**config.mk**
```make
export PLATFORM = sky130hd
export DESIGN_NAME = line_stamp_gen
export DESIGN_NICKNAME = d
export VERILOG_FILES = /design/src/hw/tpls_pkg.sv /design/src/hw/pix_fifo.sv /design/src/hw/line_stamp_gen.sv
export VERILOG_INCLUDE_DIRS = /design/src /design/src/hw
export SDC_FILE = /design/constraint.sdc
export NUM_CORES = 1
export LEC_CHECK = 0
export ABC_CLOCK_PERIOD_IN_PS = 17930
export BUFFER_PORTS_ARGS = -buffer_cell sky130_fd_sc_hd__buf_2
export CORE_MARGIN = 3
export CORE_UTILIZATION = 65
export CTS_BUF_LIST = sky130_fd_sc_hd__clkbuf_2
export DETAILED_ROUTE_END_ITERATION = 10
export PLACE_DENSITY_LB_ADDON = 0.3
export SLEW_MARGIN = 20
export SYNTH_ARGS = -nofsm -noshare
export SYNTH_HDL_FRONTEND = slang
export SYNTH_SLANG_ARGS = --single-unit
```
**constraint.sdc**
```tcl
create_clock -name MCLK -period 17.93 [get_ports MCLK]
set_input_delay 3.586 -clock MCLK [delete_from_list [all_inputs] [get_ports MCLK]]
set_output_delay 3.586 -clock MCLK [all_outputs]
set_load 0.02 [all_outputs]
```
**src/hw/tpls_map.svh**
```systemverilog
`ifndef TPLS_MAP_SVH
`define TPLS_MAP_SVH

// Pixel bus and line geometry
`define PIX_W           12
`define COL_W           13
`define FIFO_DEPTH      16

// Synthetic image values per output depth
`define GRAY_8          12'h07f
`define GRAY_10         12'h1ff
`define GRAY_12         12'h7ff

// Stamp layout
`define STAMP_COUNT     16
`define STAMP_IDX_W     4
`define STAMP_MARK_S1   8'haa
`define STAMP_MARK_A    8'h55
`define STAMP_MARK_B    8'h57
`define STAMP_RSVD      8'h00

// Statistic widths
`define SUM_W           24
`define CNT_W           16
`define CONTRAST_W      24

`endif

```
**src/hw/tpls_pkg.sv**
```systemverilog
package tpls_pkg;

    typedef enum logic [1:0] {
        TI_SENSOR,
        TI_RAMP,
        TI_BLACK,
        TI_GRAY
    } test_image_t;

    typedef enum logic [1:0] {
        DEPTH_8,
        DEPTH_10,
        DEPTH_12,
        DEPTH_RSVD
    } depth_t;

    typedef struct packed {
        logic [11:0] value;
        logic        eol;
        logic        line_b;
    } pix_word_t;

endpackage

```
**src/hw/pix_fifo.sv**
```systemverilog
`timescale 1ns/10ps
module pix_fifo #(
    parameter int WIDTH = 14,
    parameter int DEPTH = 16
) (
    input  wire logic             clk,
    input  wire logic             rst,
    input  wire logic [WIDTH-1:0] in_data,
    input  wire logic             in_valid,
    output logic                  in_ready,
    output logic      [WIDTH-1:0] out_data,
    output logic                  out_valid,
    input  wire logic             out_ready
);
    localparam int AW = $clog2(DEPTH);

    logic [WIDTH-1:0] mem [DEPTH];
    logic [AW:0]      wr_r;
    logic [AW:0]      wr_nxt;
    logic [AW:0]      rd_r;
    logic [AW:0]      rd_nxt;
    logic             full;
    logic             empty;
    logic             push;
    logic             pop;

    always_comb begin
        full      = (wr_r[AW] != rd_r[AW]) && (wr_r[AW-1:0] == rd_r[AW-1:0]);
        empty     = (wr_r == rd_r);
        in_ready  = !full;
        out_valid = !empty;
        out_data  = mem[rd_r[AW-1:0]];
        push      = in_valid && !full;
        pop       = out_ready && !empty;
        wr_nxt    = push ? wr_r + 1'b1 : wr_r;
        rd_nxt    = pop ? rd_r + 1'b1 : rd_r;
    end

    always_ff @(posedge clk or posedge rst) begin
        if (rst) begin
            wr_r <= '0;
            rd_r <= '0;
        end else begin
            wr_r <= wr_nxt;
            rd_r <= rd_nxt;
        end
    end

    // Storage has no reset; only entries between the pointers are ever read
    always_ff @(posedge clk) begin
        if (push) begin
            mem[wr_r[AW-1:0]] <= in_data;
        end
    end

endmodule

```
**src/hw/line_stamp_gen.sv**
```systemverilog
`timescale 1ns/10ps
`include "tpls_map.svh"
module line_stamp_gen (
    input  wire logic                 MCLK,
    input  wire logic                 RESET,
    input  wire logic [`PIX_W-1:0]    SENSOR_PIXEL,
    input  wire logic                 SENSOR_VALID,
    input  wire logic                 SENSOR_LAST,
    input  wire logic                 SENSOR_LINE_B,
    output logic                      SENSOR_READY,
    input  wire logic                 EXTERNAL_LINE_TRIGGER,
    input  wire logic                 LINE_CTRL_PULSE,
    input  wire logic [1:0]           TEST_IMAGE,
    input  wire logic [1:0]           DEPTH_MODE,
    input  wire logic                 STAMP_EN,
    input  wire logic                 DUAL_LINE_MODE,
    input  wire logic                 PIXEL_WINDOW_EN,
    input  wire logic [`COL_W-1:0]    PIXEL_WINDOW_START,
    input  wire logic [`COL_W-1:0]    PIXEL_WINDOW_LEN,
    input  wire logic [`PIX_W-1:0]    HIGH_THRESH,
    input  wire logic [`PIX_W-1:0]    LOW_LIMIT,
    output logic      [`PIX_W-1:0]    PIX_DATA,
    output logic                      LINE_VALID,
    output logic                      DATA_VALID,
    input  wire logic                 OUT_READY
);

    typedef enum logic {ST_PIX, ST_STAMP} out_state_t;

    tpls_pkg::test_image_t test_mode;
    tpls_pkg::depth_t      depth;
    tpls_pkg::pix_word_t   in_word;
    tpls_pkg::pix_word_t   q_word;

    assign test_mode = tpls_pkg::test_image_t'(TEST_IMAGE);
    assign depth     = tpls_pkg::depth_t'(DEPTH_MODE);

    function automatic logic [`PIX_W-1:0] fmt8(input logic [7:0] b, input tpls_pkg::depth_t d);
        case (d)
            tpls_pkg::DEPTH_10: fmt8 = {2'h0, b, 2'h0};
            tpls_pkg::DEPTH_12: fmt8 = {b, 4'h0};
            default:            fmt8 = {4'h0, b};
        endcase
    endfunction

    ////////////////////////////////////////////////////////////////////////////////
    // Line trigger: pin is asynchronous, so two flops before the edge detector

    logic       trig_s1_r;
    logic       trig_s2_r;
    logic       trig_s3_r;
    logic       trig_evt;
    logic [7:0] ramp_r;
    logic [7:0] ramp_nxt;

    always_comb begin
        trig_evt = (trig_s2_r && !trig_s3_r) || LINE_CTRL_PULSE;
        ramp_nxt = trig_evt ? ramp_r + 8'h01 : ramp_r;
    end

    always_ff @(posedge MCLK or posedge RESET) begin
        if (RESET) begin
            trig_s1_r <= 1'b0;
            trig_s2_r <= 1'b0;
            trig_s3_r <= 1'b0;
            ramp_r    <= 8'h00;
        end else begin
            trig_s1_r <= EXTERNAL_LINE_TRIGGER;
            trig_s2_r <= trig_s1_r;
            trig_s3_r <= trig_s2_r;
            ramp_r    <= ramp_nxt;
        end
    end

    ////////////////////////////////////////////////////////////////////////////////
    // Input side: image source, pixel window, push into the FIFO

    logic [`COL_W-1:0] col_r;
    logic [`COL_W-1:0] col_nxt;
    logic [`COL_W:0]   pix_num;
    logic [`COL_W:0]   win_end;
    logic              in_win;
    logic              win_last;
    logic              fifo_in_ready;
    logic              push;
    logic [7:0]        grad;
    logic [`PIX_W-1:0] src_val;

    always_comb begin
        pix_num  = {1'b0, col_r} + 14'h0001;
        win_end  = {1'b0, PIXEL_WINDOW_START} + {1'b0, PIXEL_WINDOW_LEN} - 14'h0001;
        in_win   = !PIXEL_WINDOW_EN ||
                   (pix_num >= {1'b0, PIXEL_WINDOW_START} && pix_num <= win_end);
        win_last = PIXEL_WINDOW_EN && (pix_num == win_end);
        grad     = ramp_r + col_r[7:0];
        case (test_mode)
            tpls_pkg::TI_RAMP: begin
                case (depth)
                    tpls_pkg::DEPTH_10: src_val = {2'h0, grad, grad[7:6]};
                    tpls_pkg::DEPTH_12: src_val = {grad, grad[7:4]};
                    default:            src_val = {4'h0, grad};
                endcase
            end
            tpls_pkg::TI_BLACK: src_val = '0;
            tpls_pkg::TI_GRAY: begin
                case (depth)
                    tpls_pkg::DEPTH_10: src_val = `GRAY_10;
                    tpls_pkg::DEPTH_12: src_val = `GRAY_12;
                    default:            src_val = `GRAY_8;
                endcase
            end
            default: begin
                case (depth)
                    tpls_pkg::DEPTH_10: src_val = {2'h0, SENSOR_PIXEL[11:2]};
                    tpls_pkg::DEPTH_12: src_val = SENSOR_PIXEL;
                    default:            src_val = {4'h0, SENSOR_PIXEL[11:4]};
                endcase
            end
        endcase
        in_word.value  = src_val;
        in_word.eol    = SENSOR_LAST || win_last;
        in_word.line_b = DUAL_LINE_MODE && SENSOR_LINE_B;
        SENSOR_READY   = fifo_in_ready;
        push           = SENSOR_VALID && in_win;
        if (SENSOR_VALID && fifo_in_ready) begin
            col_nxt = SENSOR_LAST ? '0 : col_r + 13'h0001;
        end else begin
            col_nxt = col_r;
        end
    end

    always_ff @(posedge MCLK or posedge RESET) begin
        if (RESET) begin
            col_r <= '0;
        end else begin
            col_r <= col_nxt;
        end
    end

    logic q_valid;
    logic q_ready;

    pix_fifo #(
        .WIDTH ($bits(tpls_pkg::pix_word_t)),
        .DEPTH (`FIFO_DEPTH)
    ) u_fifo (
        .clk       (MCLK),
        .rst       (RESET),
        .in_data   (in_word),
        .in_valid  (push),
        .in_ready  (fifo_in_ready),
        .out_data  (q_word),
        .out_valid (q_valid),
        .out_ready (q_ready)
    );

    ////////////////////////////////////////////////////////////////////////////////
    // Output side: pixels, statistics and the stamp sequence

    out_state_t              state_r;
    out_state_t              state_nxt;
    logic [`PIX_W-1:0]       data_r;
    logic [`PIX_W-1:0]       data_nxt;
    logic                    dv_r;
    logic                    dv_nxt;
    logic                    inline_r;
    logic                    inline_nxt;
    logic [`STAMP_IDX_W-1:0] idx_r;
    logic [`STAMP_IDX_W-1:0] idx_nxt;
    logic                    line_b_r;
    logic                    line_b_nxt;
    logic                    first_r;
    logic                    first_nxt;
    logic [`PIX_W-1:0]       prev_r;
    logic [`PIX_W-1:0]       prev_nxt;
    logic [`SUM_W-1:0]       sum_r;
    logic [`SUM_W-1:0]       sum_nxt;
    logic [`CNT_W-1:0]       high_r;
    logic [`CNT_W-1:0]       high_nxt;
    logic [`CNT_W-1:0]       low_r;
    logic [`CNT_W-1:0]       low_nxt;
    logic [`CONTRAST_W-1:0]  con_r;
    logic [`CONTRAST_W-1:0]  con_nxt;
    logic [`CNT_W-1:0]       lcnt_r;
    logic [`CNT_W-1:0]       lcnt_nxt;
    logic                    load_ok;
    logic                    pop;
    logic [`PIX_W-1:0]       diff;
    logic [7:0]              stamp_byte;

    always_comb begin
        case (idx_r)
            4'h0:    stamp_byte = `STAMP_MARK_S1;
            4'h1:    stamp_byte = line_b_r ? `STAMP_MARK_B : `STAMP_MARK_A;
            4'h2:    stamp_byte = lcnt_r[7:0];
            4'h3:    stamp_byte = lcnt_r[15:8];
            4'h4:    stamp_byte = sum_r[7:0];
            4'h5:    stamp_byte = sum_r[15:8];
            4'h6:    stamp_byte = sum_r[23:16];
            4'h8:    stamp_byte = high_r[7:0];
            4'h9:    stamp_byte = high_r[15:8];
            4'ha:    stamp_byte = low_r[7:0];
            4'hb:    stamp_byte = low_r[15:8];
            4'hc:    stamp_byte = con_r[7:0];
            4'hd:    stamp_byte = con_r[15:8];
            4'he:    stamp_byte = con_r[23:16];
            default: stamp_byte = `STAMP_RSVD;
        endcase
    end

    always_comb begin
        load_ok    = !dv_r || OUT_READY;
        q_ready    = load_ok && (state_r == ST_PIX);
        pop        = q_ready && q_valid;
        diff       = (q_word.value > prev_r) ? q_word.value - prev_r : prev_r - q_word.value;
        state_nxt  = state_r;
        data_nxt   = data_r;
        dv_nxt     = dv_r && !OUT_READY;
        inline_nxt = inline_r;
        idx_nxt    = idx_r;
        line_b_nxt = line_b_r;
        first_nxt  = first_r;
        prev_nxt   = prev_r;
        sum_nxt    = sum_r;
        high_nxt   = high_r;
        low_nxt    = low_r;
        con_nxt    = con_r;
        lcnt_nxt   = lcnt_r;
        case (state_r)
            ST_PIX: begin
                if (pop) begin
                    data_nxt   = q_word.value;
                    dv_nxt     = 1'b1;
                    inline_nxt = !q_word.eol || STAMP_EN;
                    first_nxt  = q_word.eol;
                    prev_nxt   = q_word.value;
                    line_b_nxt = q_word.line_b;
                    sum_nxt    = sum_r + {12'h000, q_word.value};
                    if (q_word.value > HIGH_THRESH) begin
                        high_nxt = high_r + 16'h0001;
                    end
                    if (q_word.value < LOW_LIMIT) begin
                        low_nxt = low_r + 16'h0001;
                    end
                    if (!first_r) begin
                        con_nxt = con_r + {12'h000, diff};
                    end
                    if (q_word.eol) begin
                        if (STAMP_EN) begin
                            state_nxt = ST_STAMP;
                            idx_nxt   = '0;
                        end else begin
                            sum_nxt  = '0;
                            high_nxt = '0;
                            low_nxt  = '0;
                            con_nxt  = '0;
                        end
                    end
                end
            end
            ST_STAMP: begin
                if (load_ok) begin
                    data_nxt = fmt8(stamp_byte, depth);
                    dv_nxt   = 1'b1;
                    idx_nxt  = idx_r + 4'h1;
                    if (idx_r == 4'(`STAMP_COUNT - 1)) begin
                        state_nxt  = ST_PIX;
                        inline_nxt = 1'b0;
                        lcnt_nxt   = lcnt_r + 16'h0001;
                        sum_nxt    = '0;
                        high_nxt   = '0;
                        low_nxt    = '0;
                        con_nxt    = '0;
                    end
                end
            end
            default: state_nxt = ST_PIX;
        endcase
        if (!STAMP_EN) begin
            lcnt_nxt = '0;
        end
    end

    always_ff @(posedge MCLK or posedge RESET) begin
        if (RESET) begin
            state_r  <= ST_PIX;
            data_r   <= '0;
            dv_r     <= 1'b0;
            inline_r <= 1'b0;
            idx_r    <= '0;
            line_b_r <= 1'b0;
            first_r  <= 1'b1;
            prev_r   <= '0;
            sum_r    <= '0;
            high_r   <= '0;
            low_r    <= '0;
            con_r    <= '0;
            lcnt_r   <= '0;
        end else begin
            state_r  <= state_nxt;
            data_r   <= data_nxt;
            dv_r     <= dv_nxt;
            inline_r <= inline_nxt;
            idx_r    <= idx_nxt;
            line_b_r <= line_b_nxt;
            first_r  <= first_nxt;
            prev_r   <= prev_nxt;
            sum_r    <= sum_nxt;
            high_r   <= high_nxt;
            low_r    <= low_nxt;
            con_r    <= con_nxt;
            lcnt_r   <= lcnt_nxt;
        end
    end

    // Line valid stays high across FIFO gaps inside a line
    assign LINE_VALID = inline_r || dv_r;
    assign DATA_VALID = dv_r;
    assign PIX_DATA   = data_r;
endmodule

```
; ---- Word level (Yosys, flattened, before mapping)
; Memories as Yosys holds them, arrays and structs flattened.
; Cells that the tools add are included.
; W data, S select, Z words.
[classes]
add_sub_neg = 16
order_cmp = 5
n_eq_ne = 31
muxes = 59
bitwise_logic = 1
reduce_logical = 30
[op_table]
columns = cell, n
row1 = $mux W16, 14
row2 = $mux W24, 9
row3 = $pmux W8 S14, 1
row4 = $pmux W12 S2, 4
row5 = $pmux W24 S2, 2
row6 = $pmux W16 S2, 2
row7 = $add A16 B1 Y16 const B, 3
row8 = $add A24 B12 Y24, 2
row9 = $mux W12, 3
row10 = $pmux W12 S3, 1
row11 = $eq A4 B4 Y1 const B, 8
row12 = $gt A12 B12 Y1, 2
row13 = $sub A12 B12 Y12, 2
row14 = $pmux W11 S2, 1
row15 = $mux W4, 4
row16 = $add A13 B1 Y14 const B, 1
row17 = $add A13 B13 Y14, 1
row18 = $eq A14 B14 Y1, 1
row19 = $ge A14 B13 Y1, 1
row20 = $le A14 B14 Y1, 1
row21 = $sub A14 B1 Y14 const B, 1
row22 = $add A13 B1 Y13 const B, 1
row23 = $mux W13, 1
row24 = $eq A4 B3 Y1 const B, 3
row25 = other kinds (26), 73
[totals]
register_bits = 163
mem_bits_rw = 224
input_bits = 77
out_inout_bits = 15
word_cells = 163
memories = 1
[mem_list]
columns = memory, words, word_bits, rd, rd_ports_with_merged_regs, write_ports, line_no
row1 = u_fifo.mem, 16, 14, 1, 0, 1, pix_fifo.sv:17  ; logic [WIDTH-1:0] mem [DEPTH];

; ---- Logic depth before layout (Yosys ltp)
; Gate-level depths: netlist (run 1).
[depth]
ltp_word = 9
mapped_depth = 27
depth_no_buf = 22

; ---- Hierarchy
; A second synthesis (run 1) with hierarchy kept.
[unflattened]
cells_unflattened = 1959
area_unflattened_um2 = 22022.4
[by_module_without_submodules]
columns = module, instances, cells_per_inst, area_per_inst_um2, seq_area_each_um2
row1 = line_stamp_gen, 1, 1537, 12864.8, 3829.9
row2 = pix_fifo, 1, 422, 9157.5, 6976.7

; ---- Least setup slack after synthesis (run 1)
; Ideal clock, no wire load.
[synth_path]
kind = input-to-reg
startpoint = input PIXEL_WINDOW_START[1]
endpoint = memory u_fifo.mem[11][0], enable pin
setup_time_ns = 0.427
t_arrival_ns = 8.657
required_time_ns = 17.503
path_slack_ns = 8.847
path_stages = 20
path_buffers = 1
path_cell_list = inv_1 -> ha_1 -> inv_1 -> ha_1 -> fa_1 -> a21o_1 -> a21oi_1 -> o21bai_1 -> a21oi_1 -> o21bai_1 -> a41oi_1 -> a21oi_1 -> xnor2_1 -> ha_1 -> nand4_1 -> nor4_1 -> a311oi_1 -> nor3_2 -> buf_2 -> nor4b_1
[synth_via]
elab_chain_cells = 9
elab_cells_between_ends = 10
classes_between = 2 x add/sub / 2 x order compare / 2 x mux / 4 x reduce/logical
[synth_lines]
columns = item, line_no
row1 = "start, declared", line_stamp_gen.sv:18  ; input wire logic [`COL_W-1:0] PIXEL_WINDOW_START,
row2 = $add A13 B13 Y14, line_stamp_gen.sv:91  ; win_end = {1'b0, PIXEL_WINDOW_START} + {1'b0, PIXEL_WINDOW_LEN} - 14'h0001;
row3 = $sub A14 B1 Y14, line_stamp_gen.sv:91
row4 = $le A14 B14 Y1, line_stamp_gen.sv:93  ; (pix_num >= {1'b0, PIXEL_WINDOW_START} && pix_num <= win_end);
row5 = $logic_and A1 B1 Y1 (*), line_stamp_gen.sv:93
row6 = $logic_or A1 B1 Y1 (*), line_stamp_gen.sv:92  ; in_win = !PIXEL_WINDOW_EN ||
row7 = $logic_and A1 B1 Y1 (*), line_stamp_gen.sv:124  ; push = SENSOR_VALID && in_win;
row8 = $logic_and A1 B1 Y1 (*), pix_fifo.sv:33  ; push = in_valid && !full;
row9 = $mux W1 (*), pix_fifo.sv:51  ; if (push) begin
row10 = $mux W1 (implied by the code) (*), pix_fifo.sv:52  ; mem[wr_r[AW-1:0]] <= in_data;
row11 = "end, declared", pix_fifo.sv:17
; Mark *: on every way between the ends. The rest lies on a longest branch, timed or not.

==> results of run 1 <==
==> state kept, by name, summed over array words and instances, names as in the netlist, 4 cells and up <==
register     count
idx_r            4
u_fifo.wr_r      5
con_r           24
low_r           16
u_fifo.mem     224
u_fifo.rd_r      5
prev_r          12
high_r          16
PIX_DATA        12
lcnt_r          16
sum_r           24
col_r           13
ramp_r           8
==> final cells by class <==
type / instances / area share [%]
Sequential cell: 387 / 45.5
Multi-Input combinational cell: 1321 / 43.4
Clock buffer: 142 / 2.99
Timing Repair Buffer: 115 / 2.68
Tap cell: 442 / 2.33
Inverter: 144 / 2.30
Clock inverter: 31 / 0.769
Antenna cell: 2 / 0.0211
==> metrics by stage <==
| stage | setup WS, ps | instances | hold slack [ps] | total power [mW] | area, µm² |
|---|---|---|---|---|---|
| after floorplan | 8850 | 1944 | 331 | 3.05 | 22000 |
| after detailed placement | 8880 | 2409 | 342 | 3.66 | 22900 |
| after CTS | 9930 | 2582 | 366 | 4.28 | 23800 |
| final | 9740 | 2584 | 363 | 4.31 | 23800 |
| after global routing | 9250 | 2583 | 370 | 4.60 | 23800 |
| after global placement | 8980 | 2409 | 335 | 3.56 | 22900 |
==> worst max-delay path: stages (launching register included) <==
cell and delay [ps]:
dfrtp_4 730, buf_4 690, mux4_2 610, mux2_2 270, o21ai_0 530, inv_1 390
fa_1 570, a211oi_1 340, o21a_1 240, nor3_2 70, o21ai_4 450, mux2_2 420
a221o_1 410, a2111oi_0 460, nor3_1 180, ha_1 240, or3_1 390, a311oi_1 480
or3_1 330, or4_1 150, nand3_1 80
==> logic make-up after synthesis <==
family,share of synthesized area [%]
adder cells (fa/ha/maj),8.78
AND/OR/NAND/NOR,11.0
XOR/XNOR,3.78
flip-flops,49.1
AO/OA/AOI/OAI,14.4
multiplexers,8.66
buffers and inverters,4.30
==> layout by cell type, fill, tap and decap left out, types with 24 or more instances in the layout <==
cell type,netlist,final
buf_4,5,24
edfxtp_1,224,224
nor3_1,26,26
dfrtp_1,162,160
a21o_1,36,36
xor2_1,37,37
nand3_1,58,58
a21oi_1,96,94
mux4_2,60,60
o21ai_0,145,145
xnor2_1,58,58
nand2_1,161,161
nand4_1,33,33
nor2_1,58,56
inv_1,143,142
a31oi_1,34,34
ha_1,145,145
buf_2,26,91
mux2_2,29,29
clkbuf_2,1,142
==> worst max path at each step <==
stage / startpoint / end / slack (ps) / depth (start not counted)
after floorplan: PIXEL_WINDOW_START[1] / u_fifo.mem[11][0] / 8850 / 20
after global placement: PIXEL_WINDOW_START[1] / u_fifo.mem[0][6] / 8980 / 20
after detailed placement: PIXEL_WINDOW_START[1] / u_fifo.mem[0][6] / 8880 / 20
after CTS: PIXEL_WINDOW_START[1] / u_fifo.mem[1][4] / 9930 / 20
after global routing: u_fifo.rd_r[0] / con_r[18] / 9250 / 20
final: u_fifo.rd_r[0] / con_r[20] / 9740 / 20
==> metal layers <==
| layer | vias to the layer above | wire (µm) | track usage [%] |
|---|---|---|---|
| met3 | 172 | 5230 | 5.73 |
| met5 | - | 0 | 0 |
| met4 | 0 | 2460 | 14.0 |
| met2 | 985 | 26700 | 50.7 |
| li1 | 7591 | - | - |
| met1 | 7956 | 21900 | 41.5 |
==> power by group <==
part / leakage (nW) / internal [mW] / switching [mW]
Sequential: 4.18 / 1.06 / 0.135
Combinational: 5.17 / 1.03 / 1.48
Clock: 0.674 / 0.232 / 0.373
==> flow_summary.yaml, run 1 <==
clocking:
  clk_latency_ps: 1090
  cts_resized: 0
  hold_buffers: 0
  cts_buffers: 97
  h-tree-depth: 3
  clockRootBuffer: "clkbuf_2"
  cts_sinks: 387
  cts_tree: "built"
  post-cts-setup-buffer-count: 0
  clk_path_buf_depth: 3
  clkTransAtPathRegs_ps: 110
worst_setup_path:
  cp-end-kind: "flop"
  timing.rr.end: "con_r[20]"
  cp.required_ps: 18860
  critPathArrivalTime_ps: 9120
  start_kind: "flop"
  worst-r2r-setup-slack_ps: 9740
  cp_max_fo: 39
  reg2reg_depth: 20
  r2r_start: "u_fifo.rd_r[0]"
  worstSetupPathType: "flop to flop"
global_route:
  grt_max_degree: 96
  grt_antenna_before_repair: 2
  grt_pass1_wl_um: 88100
  grt_pass1_vias: 16347
  grt.total_usage_pct: 31.2
  grt_overflow: 0
yosys:
  synthTopCellsByCount: "edfxtp_1 (224), dfrtp_1 (162), nand2_1 (161), ha_1 (145), o21ai_0 (145)"
  ys_types: 78
  synth-seq-cells: 387
  synth_most_common_cell: "edfxtp_1"
  yosys-top-cells-area: "edfxtp_1 (31%), dfrtp_1 (18%), ha_1 (8.2%)"
  synthFlopType: "edfxtp_1"
  synth_top_area_share_pct: 30.5
  avgSynthCellArea_um2: 11.3
  syn-num-nets: 2172
  synth_edf_count: 224
  syn_area_um2: 22000
  ys_warn_count: 0
  async_flop_share_pct: 42.1
  yosysSeqAreaShare_pct: 49.1
  synth_cells: 1944
  yosysTopAreaCell: "edfxtp_1"
power_and_ir_drop:
  power_density_nw_per_um2: 182
  p_leak_nw: 10.0
  ir_worst_vdd_uv: 123
placement:
  portBuffers: 91
  gp_congestion: 0.916
  place_hpwl_um: 38900
floorplan:
  core_area_um2: 32900
  io_pins: 92
  rows: 66
  dieArea_um2: 36100
  fp.dieW_um: 190
  start_util_pct: 66.8
  chipHeight_um: 190
worst_hold_path:
  hold_path_end: "trig_s2_r"
  hp-class: "flop to flop"
  min_from: "trig_s1_r"
  hold_path_depth: 0
timing:
  period_share_pct: 45.7
  hold_viol: 0
  setup_violations: 0
  rsz0062_at_grt: "no"
  max_freq_mhz: 122
  maxSlewViolCount: 0
  period_minus_slack_ps: 8190
  tightest_slew_ps: 1120
  finalClockSkew_ps: 117
  maxSlewHeadroom_pct: 24.8
  tns_ps: 0
routing:
  first_pass_iters: 6
  routed_wl_um: 56300
  drt_iter0_drc: 1985
  route.detailed.drc: 0
  vias: 16704
  drtAntennaViolNets: 0
  routedWlPerCell_um: 21.8
  vias_per_cell: 6.46
flow_run:
  drv_cap: 0
finish:
  syn_to_final_growth_pct: 7.88
  fillers: 2328
  layout.nets: 2294
  post-route-util_pct: 72.1
  seq_area_um2: 10800
  drive_gt1_share_pct: 18.2
  multi_input_area_um2: 10300
run_status:
  status: "complete, no violations"
No activity file was read; power rests on OpenSTA's default activity.
==> inputs of run 2 (changes only) <==
ABC_CLOCK_PERIOD_IN_PS = 7000   (was 17930)
CORE_UTILIZATION = 58   (was 65)
clock period = 7 ns   (was 17.93 ns; I/O delays follow)
==> run 2 against run 1 <==
Die area up 12%; design area up 1.2%; global-route usage is 3.4 points lower; via count fell by 0.20%; critical path type unchanged; largest power group unchanged; highest routed layer unchanged.
==> flow_summary.yaml, run 2 (synthesis gave the netlist of run 1 again) <==
worst_hold_path:
  hold_path_depth: 0
  hold_path_end: "trig_s2_r"
  min_from: "trig_s1_r"
  hp-class: "flop to flop"
flow_run:
  drv_cap: 0
finish:
  syn_to_final_growth_pct: 9.20
  layout.nets: 2323
  final_cell_mix: "edfxtp_1 (224), nand2_1 (161), dfrtp_1 (160)"
  fillers: 2856
  post-route-util_pct: 64.9
  largest_register_ffs: 224
  drive_gt1_share_pct: 19.0
  layout_commonest_cell: "edfxtp_1"
  multi_input_area_um2: 10300
  seq_area_um2: 10800
  final_cell_area_um2: 24000
worst_setup_path:
  cpPeakStageDelay_ps: 610
  cp.required_ps: 7950
  critPathArrivalTime_ps: 7460
  reg2reg_depth: 23
  crit_chain: "buf_4 > mux4_2 > mux2_2 > o21ai_0 > inv_1 > ha_1 > a211oi_1 > o21a_1 > nor3_2 > o21ai_4 > buf_4 > a211oi_1 > a41o_1 > o21ai_0 > xor2_1 > ha_1 > o21a_1 > nor2_1 > or3_1 > a31o_2 > a211oi_2 > nor4b_1 > a211o_1"
  cp_num_buf_inv: 3
  timing.rr.end: "con_r[19]"
  r2r_start: "u_fifo.rd_r[0]"
  crit_path_top_delay_cell: "dfrtp_4"
  start_kind: "flop"
  worst-r2r-setup-slack_ps: 490
  cp_max_fo: 13
  cp.depth: 23
  worstSetupPathType: "flop to flop"
  critPathTopFamily: "compound AO/OA/AOI/OAI gates"
  cp-end-kind: "flop"
floorplan:
  chipHeight_um: 201
  fp.dieW_um: 201
  start_util_pct: 59.4
  dieArea_um2: 40300
  io_pins: 92
  rows: 70
  core_area_um2: 37000
run_status:
  status: "complete, no violations"
timing:
  period_minus_slack_ps: 6510
  tightest_slew_ps: 1150
  period_share_pct: 93.0
  max_freq_mhz: 154
  maxSlewHeadroom_pct: 23.3
  maxSlewViolCount: 0
  tns_ps: 0
  rsz0062_at_grt: "no"
  hold_viol: 0
  finalClockSkew_ps: 62.4
  setup_violations: 0
global_route:
  grt.total_usage_pct: 27.9
  grt_pass1_vias: 16624
  grt_antenna_before_repair: 1
  grt_max_degree: 75
  grt_overflow: 0
  grt_pass1_wl_um: 89900
clocking:
  clockRootBuffer: "clkbuf_2"
  cts_tree: "built"
  h-tree-depth: 3
  clk_latency_ps: 1020
  cts_sinks: 387
  hold_buffers: 0
  cts_buffers: 98
  clk_path_buf_depth: 3
  clkTransAtPathRegs_ps: 110
power_and_ir_drop:
  power_density_nw_per_um2: 459
  p_sw_mw: 5.04
  p_leak_nw: 10.2
  cell_internal_pwr_mw: 5.99
  ir_worst_vdd_uv: 415
  p_comb_share_pct: 58.8
  power_frac_clock_pct: 13.5
  pwr-share-seq_pct: 27.7
  swShare_pct: 45.7
routing:
  route.detailed.drc: 0
  first_pass_iters: 6
  routed_wl_um: 55800
  vias_per_cell: 6.22
  routedWlPerCell_um: 20.8
  vias: 16671
  drt_iter0_drc: 1594
  drtAntennaViolNets: 0
placement:
  gp_congestion: 0.932
  place_hpwl_um: 39400
  placed_area_um2: 23200
  portBuffers: 91
[run 2: cell count changes in the layout (fill, tap and decap cells not counted), sizes merged]
cell      before  now
buf          115  143
clkinv        25   37
clkbuf       142  137
inv          147  149
bufinv         1    0
clkinvlp       2    1
diode          2    1
[run 2: worst max path at each step]
stage	end	slack (ps)	startpoint
final	con_r[19]	490	u_fifo.rd_r[0]
after floorplan	u_fifo.mem[11][0]	100	PIXEL_WINDOW_START[1]
after CTS	con_r[21]	30	u_fifo.rd_r[0]
after detailed placement	con_r[21]	100	u_fifo.rd_r[0]
after global placement	con_r[21]	340	u_fifo.rd_r[0]
after global routing	con_r[21]	40	u_fifo.rd_r[0]
[run 2: per-stage QoR]
| stage | power (mW) | setup WS (ps) | hold WS, ps | std cells |
|---|---|---|---|---|
| 2_1_floorplan | 7.82 | 103 | 331 | 1944 |
| 5_1_grt | 11.9 | 35.5 | 366 | 2680 |
| 3_5_place_dp | 9.50 | 95.5 | 336 | 2499 |
| 3_3_place_gp | 9.38 | 336 | 334 | 2499 |
| 6_report | 11.0 | 488 | 361 | 2680 |
| 4_1_cts | 11.0 | 32.7 | 361 | 2679 |
[run 2: metal layers]
metal  routed length [µm]  up-vias  GRT usage [%]
li1                     -     7643              -
met1                22700     8104           37.2
met2                26600      787           45.0
met3                 4530      137           5.25
met4                 2000        0           12.0
met5                    0        -              0
[run 2: power groups by stage]
| stage | Sequential (mW) | Combinational [mW] | Clock [mW] |
|---|---|---|---|
| finish | 3.06 | 6.48 | 1.49 |
| global route | 3.09 | 7.12 | 1.66 |
| CTS | 3.05 | 6.43 | 1.54 |
| detailed placement | 3.10 | 6.41 | 0 |
| global placement | 3.08 | 6.30 | 0 |
| floorplan | 2.95 | 4.87 | 0 |
[run 2: layout make-up]
| type | count | share of cell area, % |
|---|---|---|
| inverters | 144 | 2.27 |
| clock buffers | 137 | 2.85 |
| repair buffers | 143 | 3.62 |
| multi-input cells | 1321 | 42.9 |
| flip-flops and latches | 387 | 45.0 |
| diodes | 1 | 0.0104 |
| well taps | 504 | 2.62 |
| clock inverters | 43 | 0.765 |
[run 2: timing repair]
| item | 4_1_cts | 5_1_grt |
|---|---|---|
| endpoints found under the setup margin | 0 | 13 |
| resized for setup | 0 | 2 |
| setup buffers | 0 | 0 |
| hold endpoints to repair | 0 | 0 |
[run 2: worst register-to-register path: stages, from the launching register on]
cell	delay (ps)
dfrtp_4	610
buf_4	320
mux4_2	540
mux2_2	270
o21ai_0	510
inv_1	140
ha_1	310
a211oi_1	330
o21a_1	220
nor3_2	60
o21ai_4	200
buf_4	240
a211oi_1	80
a41o_1	220
o21ai_0	190
xor2_1	100
ha_1	360
o21a_1	140
nor2_1	50
or3_1	420
a31o_2	300
a211oi_2	350
nor4b_1	350
a211o_1	170
